===== src/hdl/epi_defines.vh =====
// epi_defines.vh: offsets, field positions, reset values and timing counts
// assumes: included by every design file of the external pin interrupt block
`ifndef EPI_DEFINES_VH
`define EPI_DEFINES_VH

// register offsets (byte addresses as printed)
`define EPI_ADDR_W          9
`define EPI_OFS_EXT_EN      9'h1FA
`define EPI_OFS_EXT_FILT    9'h1FC
`define EPI_OFS_KEY_EN      9'h1FE
`define EPI_OFS_CTRL        9'h1E0
`define EPI_OFS_IRQ_STAT    9'h1E4
`define EPI_OFS_IRQ_CLR     9'h1E8
`define EPI_OFS_IRQ_ENA     9'h1EC

// reset values
`define EPI_RST_BYTE        8'h00
`define EPI_RST_NIB         4'h0

// filter select codes
`define EPI_FILT_NONE       2'h0
`define EPI_FILT_F1         2'h1
`define EPI_FILT_F8         2'h2
`define EPI_FILT_F32        2'h3

// sampling dividers
`define EPI_DIV_W           5
`define EPI_DIV8_LAST       3'h7
`define EPI_DIV32_LAST      5'h1F
`define EPI_MATCH_COUNT     2'h3

// status bit layout: four external inputs, then the key event
`define EPI_STAT_W          5
`define EPI_STAT_KEY        4

`endif


===== src/hdl/epi_filter.v =====
// epi_filter.v: digital noise filter for one external interrupt input
// assumes: level_in already synchronised; sample_en pulses once per sample
`timescale 1ns/100ps
`include "epi_defines.vh"

module epi_filter (
   // clock and reset
   input  wire clk_sys,
   input  wire rstn,
   // control
   input  wire bypass,
   input  wire sample_en,
   // level in and filtered level out
   input  wire level_in,
   output wire level_out
);

   reg       cand_r;
   reg [1:0] cnt_r;
   reg       out_r;

   // out follows level_in in bypass, otherwise changes only after three successive equal samples
   always @(posedge clk_sys or negedge rstn) begin
      if (!rstn) begin
         cand_r <= 1'b1;
         cnt_r  <= 2'h0;
         out_r  <= 1'b1;
      end else if (bypass) begin
         cand_r <= level_in;
         cnt_r  <= 2'h0;
         out_r  <= level_in;
      end else if (sample_en) begin
         if (level_in != cand_r) begin
            cand_r <= level_in;
            cnt_r  <= 2'h1;
         end else if (cnt_r != `EPI_MATCH_COUNT) begin
            cnt_r <= cnt_r + 2'h1;
            if (cnt_r + 2'h1 == `EPI_MATCH_COUNT)
               out_r <= level_in;
         end
      end
   end

   assign level_out = bypass ? level_in : out_r;

endmodule // epi_filter


===== src/hdl/epi_sync.v =====
// epi_sync.v: two flip-flop synchroniser for one input pin
// assumes: pin is asynchronous to clk_sys; reset is asynchronous active low
`timescale 1ns/100ps
`include "epi_defines.vh"

module epi_sync (
   // clock and reset
   input  wire clk_sys,
   input  wire rstn,
   // pin and synchronised level
   input  wire pin_in,
   output wire level_out
);

   reg meta_r;
   reg sync_r;

   // meta_r is read only by sync_r
   always @(posedge clk_sys or negedge rstn) begin
      if (!rstn) begin
         meta_r <= 1'b1;
         sync_r <= 1'b1;
      end else begin
         meta_r <= pin_in;
         sync_r <= meta_r;
      end
   end

   assign level_out = sync_r;

endmodule // epi_sync


===== src/hdl/epi_top.v =====
// epi_top.v: external pin and key input interrupt front end with registers
// assumes: single-cycle register port, read data one cycle after read strobe;
// edge-sense bits of the per-source control registers arrive as inputs
//
// The implementer's own choice: the address-and-strobe port.
`timescale 1ns/100ps
`include "epi_defines.vh"

// Operation
// - each external input has an enable bit at an even position
// - odd bit above the enable picks one edge or both edges
// - rewriting the external enable register may raise a spurious request
// - two-bit filter code: none, undivided, divide by 8, divide by 32
// - filtered request only after three successive equal samples
// - any key pin active edge raises shared request and wake-up
// - each key pin has an enable bit at an even position
// - odd bit above key enable picks falling or rising edge
// - enabled key pin held active masks edges on other key pins
// - rewriting the key enable register may raise a spurious request
// - external edge depends on polarity bit and edge sense bit
module epi_top (
   // clock and reset
   input  wire                     clk_sys,
   input  wire                     rstn,
   // register port
   input  wire [`EPI_ADDR_W-1:0]   reg_addr,
   input  wire [7:0]               reg_wdata,
   input  wire                     reg_wr,
   input  wire                     reg_rd,
   output reg  [7:0]               reg_rdata,
   // pins
   input  wire [3:0]               external_irq_pin,
   input  wire [3:0]               key_pin,
   // edge sense bits of the per-source control registers, 1 = rising
   input  wire [3:0]               edge_sense_bit,
   // requests
   output reg  [3:0]               ext_request_flag,
   output reg                      key_request_flag,
   output reg                      key_wakeup,
   output reg                      irq
);

   // registers
   reg  [7:0]              ext_en_r;
   reg  [7:0]              ext_filt_r;
   reg  [7:0]              key_en_r;
   reg  [3:0]              ctrl_r;
   reg  [`EPI_STAT_W-1:0]  stat_r;
   reg  [`EPI_STAT_W-1:0]  ena_r;
   reg  [`EPI_DIV_W-1:0]   div_r;

   // synchronised and filtered levels
   wire [3:0] ext_sync;
   wire [3:0] ext_filt;
   wire [3:0] key_sync;
   reg  [3:0] ext_prev_r;
   reg  [3:0] key_prev_r;

   // spurious-request emulation toggles
   wire spur_ext_en = ctrl_r[0];
   wire spur_key_en = ctrl_r[1];

   // sampling strobes
   wire tick_f8  = (div_r[2:0] == `EPI_DIV8_LAST);
   wire tick_f32 = (div_r == `EPI_DIV32_LAST);

   function [1:0] fcode;
      input [7:0] filt;
      input integer idx;
      begin
         fcode = filt[2*idx +: 2];
      end
   endfunction

   function sample_pick;
      input [1:0] code;
      input       t8;
      input       t32;
      begin
         case (code)
            `EPI_FILT_F1:  sample_pick = 1'b1;
            `EPI_FILT_F8:  sample_pick = t8;
            `EPI_FILT_F32: sample_pick = t32;
            default:       sample_pick = 1'b0;
         endcase
      end
   endfunction

   function is_addr;
      input [`EPI_ADDR_W-1:0] a;
      input [`EPI_ADDR_W-1:0] ofs;
      begin
         is_addr = (a == ofs);
      end
   endfunction

   // sampling clock divider for f8 and f32
   always @(posedge clk_sys or negedge rstn) begin
      if (!rstn)
         div_r <= {`EPI_DIV_W{1'b0}};
      else
         div_r <= div_r + {{(`EPI_DIV_W-1){1'b0}}, 1'b1};
   end

   genvar gi;
   generate
      for (gi = 0; gi < 4; gi = gi + 1) begin : g_pin
         epi_sync u_ext_sync (
            .clk_sys   (clk_sys),
            .rstn      (rstn),
            .pin_in    (external_irq_pin[gi]),
            .level_out (ext_sync[gi])
         );
         epi_sync u_key_sync (
            .clk_sys   (clk_sys),
            .rstn      (rstn),
            .pin_in    (key_pin[gi]),
            .level_out (key_sync[gi])
         );
         epi_filter u_filter (
            .clk_sys   (clk_sys),
            .rstn      (rstn),
            .bypass    (fcode(ext_filt_r, gi) == `EPI_FILT_NONE),
            .sample_en (sample_pick(fcode(ext_filt_r, gi), tick_f8, tick_f32)),
            .level_in  (ext_sync[gi]),
            .level_out (ext_filt[gi])
         );
      end
   endgenerate

   // external edge detection
   reg [3:0] ext_edge;
   integer   i;
   always @* begin
      ext_edge = 4'h0;
      for (i = 0; i < 4; i = i + 1) begin
         if (ext_en_r[2*i]) begin
            if (ext_en_r[2*i+1])
               ext_edge[i] = ext_filt[i] ^ ext_prev_r[i];
            else if (edge_sense_bit[i])
               ext_edge[i] = ext_filt[i] & ~ext_prev_r[i];
            else
               ext_edge[i] = ~ext_filt[i] & ext_prev_r[i];
         end
      end
   end
   // left to software: both-edge mode ignores edge_sense_bit here

   // key detection
   reg [3:0] key_act;
   reg [3:0] key_hit;
   reg       key_edge;
   integer   k;
   always @* begin
      key_act = 4'h0;
      key_hit = 4'h0;
      for (k = 0; k < 4; k = k + 1) begin
         if (key_en_r[2*k]) begin
            // active level: high for rising, low for falling
            key_act[k] = key_en_r[2*k+1] ? key_prev_r[k] : ~key_prev_r[k];
            key_hit[k] = key_en_r[2*k+1] ? (key_sync[k] & ~key_prev_r[k])
                                         : (~key_sync[k] & key_prev_r[k]);
         end
      end
      // a pin already held active blocks new edges on the others
      key_edge = |key_hit & ~(|key_act);
   end

   // register writes
   wire wr_ext_en  = reg_wr & is_addr(reg_addr, `EPI_OFS_EXT_EN);
   wire wr_key_en  = reg_wr & is_addr(reg_addr, `EPI_OFS_KEY_EN);
   wire wr_irq_clr = reg_wr & is_addr(reg_addr, `EPI_OFS_IRQ_CLR);

   always @(posedge clk_sys or negedge rstn) begin
      if (!rstn) begin
         ext_en_r   <= `EPI_RST_BYTE;
         ext_filt_r <= `EPI_RST_BYTE;
         key_en_r   <= `EPI_RST_BYTE;
         ctrl_r     <= `EPI_RST_NIB;
         ena_r      <= {`EPI_STAT_W{1'b0}};
      end else if (reg_wr) begin
         if (wr_ext_en)
            ext_en_r <= reg_wdata;
         if (is_addr(reg_addr, `EPI_OFS_EXT_FILT))
            ext_filt_r <= reg_wdata;
         if (wr_key_en)
            key_en_r <= reg_wdata;
         if (is_addr(reg_addr, `EPI_OFS_CTRL))
            ctrl_r <= reg_wdata[3:0];
         if (is_addr(reg_addr, `EPI_OFS_IRQ_ENA))
            ena_r <= reg_wdata[`EPI_STAT_W-1:0];
      end
   end

   // spurious request on enable-register rewrite, when emulation is on
   // all four flags at once: software cannot tell which input the rewrite disturbed
   wire [3:0] ext_spur = {4{wr_ext_en & spur_ext_en & (|reg_wdata)}};
   wire       key_spur = wr_key_en & spur_key_en;

   wire [3:0] ext_set = ext_edge | ext_spur;
   wire       key_set = key_edge | key_spur;
   wire [`EPI_STAT_W-1:0] stat_set = {key_set, ext_set};

   // sticky status, set wins over clear
   always @(posedge clk_sys or negedge rstn) begin
      if (!rstn) begin
         stat_r     <= {`EPI_STAT_W{1'b0}};
         ext_prev_r <= 4'hF;
         key_prev_r <= 4'hF;
      end else begin
         stat_r <= (stat_r & ~({`EPI_STAT_W{wr_irq_clr}} & reg_wdata[`EPI_STAT_W-1:0]))
                   | stat_set;
         ext_prev_r <= ext_filt;
         key_prev_r <= key_sync;
      end
   end

   // outputs registered
   always @(posedge clk_sys or negedge rstn) begin
      if (!rstn) begin
         ext_request_flag <= 4'h0;
         key_request_flag <= 1'b0;
         key_wakeup       <= 1'b0;
         irq              <= 1'b0;
      end else begin
         ext_request_flag <= ext_set;
         key_request_flag <= key_set;
         key_wakeup       <= key_edge;
         irq              <= |((stat_r & ~({`EPI_STAT_W{wr_irq_clr}}
                                & reg_wdata[`EPI_STAT_W-1:0]) | stat_set) & ena_r);
      end
   end

   // read data one cycle after the strobe; unmapped reads zero
   always @(posedge clk_sys or negedge rstn) begin
      if (!rstn)
         reg_rdata <= `EPI_RST_BYTE;
      else if (reg_rd) begin
         case (reg_addr)
            `EPI_OFS_EXT_EN:   reg_rdata <= ext_en_r;
            `EPI_OFS_EXT_FILT: reg_rdata <= ext_filt_r;
            `EPI_OFS_KEY_EN:   reg_rdata <= key_en_r;
            `EPI_OFS_CTRL:     reg_rdata <= {4'h0, ctrl_r};
            `EPI_OFS_IRQ_STAT: reg_rdata <= {3'h0, stat_r};
            `EPI_OFS_IRQ_ENA:  reg_rdata <= {3'h0, ena_r};
            default:           reg_rdata <= 8'h00;
         endcase
      end else
         reg_rdata <= 8'h00;
   end

endmodule // epi_top


===== config.mk =====
export PLATFORM = sky130hd
export DESIGN_NAME = epi_top
export DESIGN_NICKNAME = d
export VERILOG_FILES = /design/src/hdl/epi_filter.v /design/src/hdl/epi_sync.v /design/src/hdl/epi_top.v
export VERILOG_INCLUDE_DIRS = /design/src /design/src/hdl
export SDC_FILE = /design/constraint.sdc
export NUM_CORES = 1
export LEC_CHECK = 0
export BUFFER_PORTS_ARGS = -buffer_cell sky130_fd_sc_hd__buf_2
export CORE_UTILIZATION = 55
export DETAILED_ROUTE_END_ITERATION = 7
export PLACE_DENSITY = 0.79
export SKIP_CTS_REPAIR_TIMING = 1
export SLEW_MARGIN = 20
export SYNTH_ARGS = -nofsm -noshare
export SYNTH_HDL_FRONTEND = slang
export SYNTH_SLANG_ARGS = --single-unit

===== constraint.sdc =====
create_clock -name clk_sys -period 5.7 [get_ports clk_sys]
set_input_delay 1.425 -clock clk_sys [delete_from_list [all_inputs] [get_ports clk_sys]]
set_output_delay 1.425 -clock clk_sys [all_outputs]
set_load 0.02 [all_outputs]

==> results.toml <==
[global_route]
grt_max_degree = 56
grt_usage_pct = 23.4
antenna_found_initial = 0
grt_pass1_vias = 3034
grt_pass1_wl_mm = 15.2
gr-total-overflow = 0

[yosys]
avgSynthCellArea_um2 = 12.6
synthesis.area_um2 = 4500
syn_nets = 410
syn_inst = 358
ys_seq_area_share_pct = 55.4
yosysUniqueCellTypes = 41
ys_ff_latch = 98
synth_warnings = 0

[power]
vdd_ir_drop_max_mv = 0.159
power.leakage_nw = 2.46
combPwrFrac_pct = 8.7
switching_share_pct = 26.4
power_frac_seq_pct = 58.8
p_per_area_nw_per_um2 = 257
p_sw_uw = 343
clockPowerShare_pct = 32.5
power_report.internal_total_uw = 955

[routing]
vias = 3003
via_per_inst = 5.75
ant_nets = 0
drc = 0
wl_per_cell_um = 17.7
drt_pass1_iterations = 4
dr.first_iter.drc_count = 143
drt-total-wl_mm = 9.26

[critical_path]
critPathMaxStageDelay_ns = 0.44
startpoint_type = "flop"
reg2reg_depth = 8
required_ns = 5.96
critical_path.max_fanout = 5
path_buf_inv = 0
regToRegStartpoint = "ext_filt_r[6]$_DFFE_PN0P_"
arrival_ns = 3.17
slowest_stage = "dfrtp_1"
critPathTopFamily = "compound AO/OA/AOI/OAI gates"
endpoint_kind = "flop"
rrSetupSlack_ns = 2.79
r2r_end = "irq$_DFF_PN0_"
crit_top_cell = "mux2_2"
path_class = "reg -> reg"
crit_chain = "nor2_1 -> mux2_2 -> ha_1 -> mux2_2 -> o211ai_1 -> o22ai_1 -> a211o_1 -> a2111o_1"

[timing]
drv_slew = 0
report.final.hold_viol_count = 0
worstMarginPinSlew_ns = 1.05
clock_skew_ns = 0.00831
fmax_mhz = 343
tns_ns = 0
min_period_ns = 2.91
layout_setup_ws_ns = 2.79
rsz0062_at_grt = "no"
timing.final.crit_share_pct = 51.1
setup_viol = 0
slew_headroom_pct = 29.3

[floorplanning]
die_w_um = 92.4
pin_count = 48
core_um2 = 7810
start_util_pct = 57.6
floorplan.die_area_um2 = 8540
die_y_um = 92.4
rows = 32

[clocking]
clock_latency_ns = 0.36
root_buffer = "clkbuf_8"
numCtsBuffers = 9
clockBufferDepth = 2
cts_tree = "done"
cts_sinks = 98
htreeDepth = 3
clkSlewWorstSetupHoldPaths_ns = 0.10

[layout]
fillers = 620
area_growth_pct = 12.2
regArea_um2 = 2490
diodes = 0
multiInputGateArea_um2 = 1920
fin_nets = 467
drive_above_1_share_pct = 37.4
stdcell_count = 522

[hold_path]
hp-start = "g_pin[0].u_ext_sync.meta_r$_DFF_PN1_"
holdPathStages = 0
whs_endpoint = "g_pin[0].u_ext_sync.level_out$_DFF_PN1_"
min_path_type = "reg -> reg"

[flow_run]
maxCapViolations = 0

[placement]
dpl.cell_count = 506
port_buffers = 47
place_hpwl_mm = 6.82
dp_slack_ns = 2.42
place.gp.congestion = 0.911

[status]
status = "finished, final reports clean"
layer usage:
layer	global-route usage, %	wire (um)	up-vias	share of wire (%)
met5	0	0	-	0
met4	9.24	159	0	1.7
met3	4.76	512	13	5.5
met2	38.9	4620	69	50
met1	30.1	3970	1519	43
li1	-	-	1402	-
how the worst max path moves through the flow:
stage                                         start                 endpoint  slack, ns  cells past startpoint
after CTS                               reg_addr[0]  ext_en_r[1]$_DFFE_PN0P_       2.80                      5
after global placement                  reg_addr[0]  ext_en_r[1]$_DFFE_PN0P_       2.44                      5
after global routing                    reg_addr[0]            irq$_DFF_PN0_       2.61                      7
after floorplan                         reg_addr[0]            irq$_DFF_PN0_       2.77                      7
after detailed placement                reg_addr[0]  ext_en_r[2]$_DFFE_PN0P_       2.42                      5
final                     ext_filt_r[6]$_DFFE_PN0P_            irq$_DFF_PN0_       2.79                      8
registers in the layout, indices dropped and copies added (netlist names):
register                    cells
ctrl_r                          4
g_pin.u_filter.out_r            4
ena_r                           5
ext_en_r                        8
key_request_flag                1
stat_r                          5
g_pin.u_key_sync.meta_r         4
ext_filt_r                      8
g_pin.u_filter.cand_r           4
key_wakeup                      1
key_prev_r                      4
div_r                           5
ext_prev_r                      4
g_pin.u_key_sync.level_out      4
ext_request_flag                4
g_pin.u_filter.cnt_r            8
g_pin.u_ext_sync.meta_r         4
g_pin.u_ext_sync.level_out      4
reg_rdata                       8
key_en_r                        8
irq                             1
cell type report:
cell class / count / area share [%]
clock buffer: 9 / 2.46
clock inverter: 7 / 1.24
inverter: 20 / 1.49
multi-input combinational: 238 / 38.0
sequential: 98 / 49.4
tap: 102 / 2.53
timing repair buffer: 48 / 4.86
cells in the mapped netlist (all sizes together):
master  count  share of area [%]
a32o        4               0.89
a32oi       2               0.39
and2        5               0.70
nor2       19                1.6
o211ai      4               0.67
mux2i       9                2.0
a31oi       1               0.14
a22oi       3               0.50
xnor2       8                1.6
buf         1               0.17
a311o       1               0.22
nor2b       4               0.56
and3b       3               0.61
o22ai       2               0.28
nand3b      1               0.17
dfstp      32                 19
nor4        5                1.0
nand3       9                1.3
and3        4               0.56
nand4       1               0.14
inv        20                1.7
dfrtp      66                 37
a221o       1               0.22
clkbuf      1              0.083
nand2      28                2.3
a2111o      2               0.50
nor3        2               0.45
a211o       1               0.19
nor3b       2               0.33
ha         19                5.3
a222oi      7                1.6
o21ai      12                1.3
nand2b      4               0.56
a21oi       9                1.0
a21o       12                2.0
mux2       54                 14
stage by stage:
step / hold WS [ns] / total power [mW] / cell area [um2] / utilization [%]
final: 0.360 / 1.30 / 5040 / 64.6
after CTS: 0.361 / 1.30 / 5040 / 64.6
after global placement: 0.346 / 0.883 / 4860 / 62.2
after detailed placement: 0.347 / 0.890 / 4860 / 62.2
after global routing: 0.364 / 1.35 / 5040 / 64.6
after floorplan: 0.345 / 0.835 / 4500 / -
power groups by stage:
| stage | registers [mW] | logic, mW | clock network [mW] |
|---|---|---|---|
| finish | 0.763 | 0.113 | 0.422 |
| detailed placement | 0.775 | 0.115 | 0 |
| global placement | 0.774 | 0.110 | 0 |
| CTS | 0.763 | 0.115 | 0.426 |
| floorplan | 0.768 | 0.0661 | 0 |
| global route | 0.767 | 0.127 | 0.452 |
cell families (layout without fill, tap and decap cells):
group / count (synthesis) / in the layout / share of synthesized area (%)
XOR/XNOR: 8 / 8 / 1.56
flip-flops: 98 / 98 / 55.4
adder cells (fa/ha/maj): 19 / 19 / 5.29
multiplexers: 63 / 63 / 15.5
buffers and inverters: 22 / 84 / 1.92
AND/OR/NAND/NOR: 87 / 87 / 10.4
AO/OA/AOI/OAI: 61 / 61 / 9.93
layout by cell type, fill, tap and decap left out, types with 8 or more instances in the layout:
cell type	count
buf_2	46
clkbuf_8	9
dfrtp_1	66
inv_1	20
dfstp_2	32
nor2_1	18
nand3_1	8
o21ai_0	12
mux2i_1	9
ha_1	19
xnor2_1	8
a21oi_1	9
a21o_1	11
mux2_2	54
nand2_1	28
(Power assumes the default switching activity.)
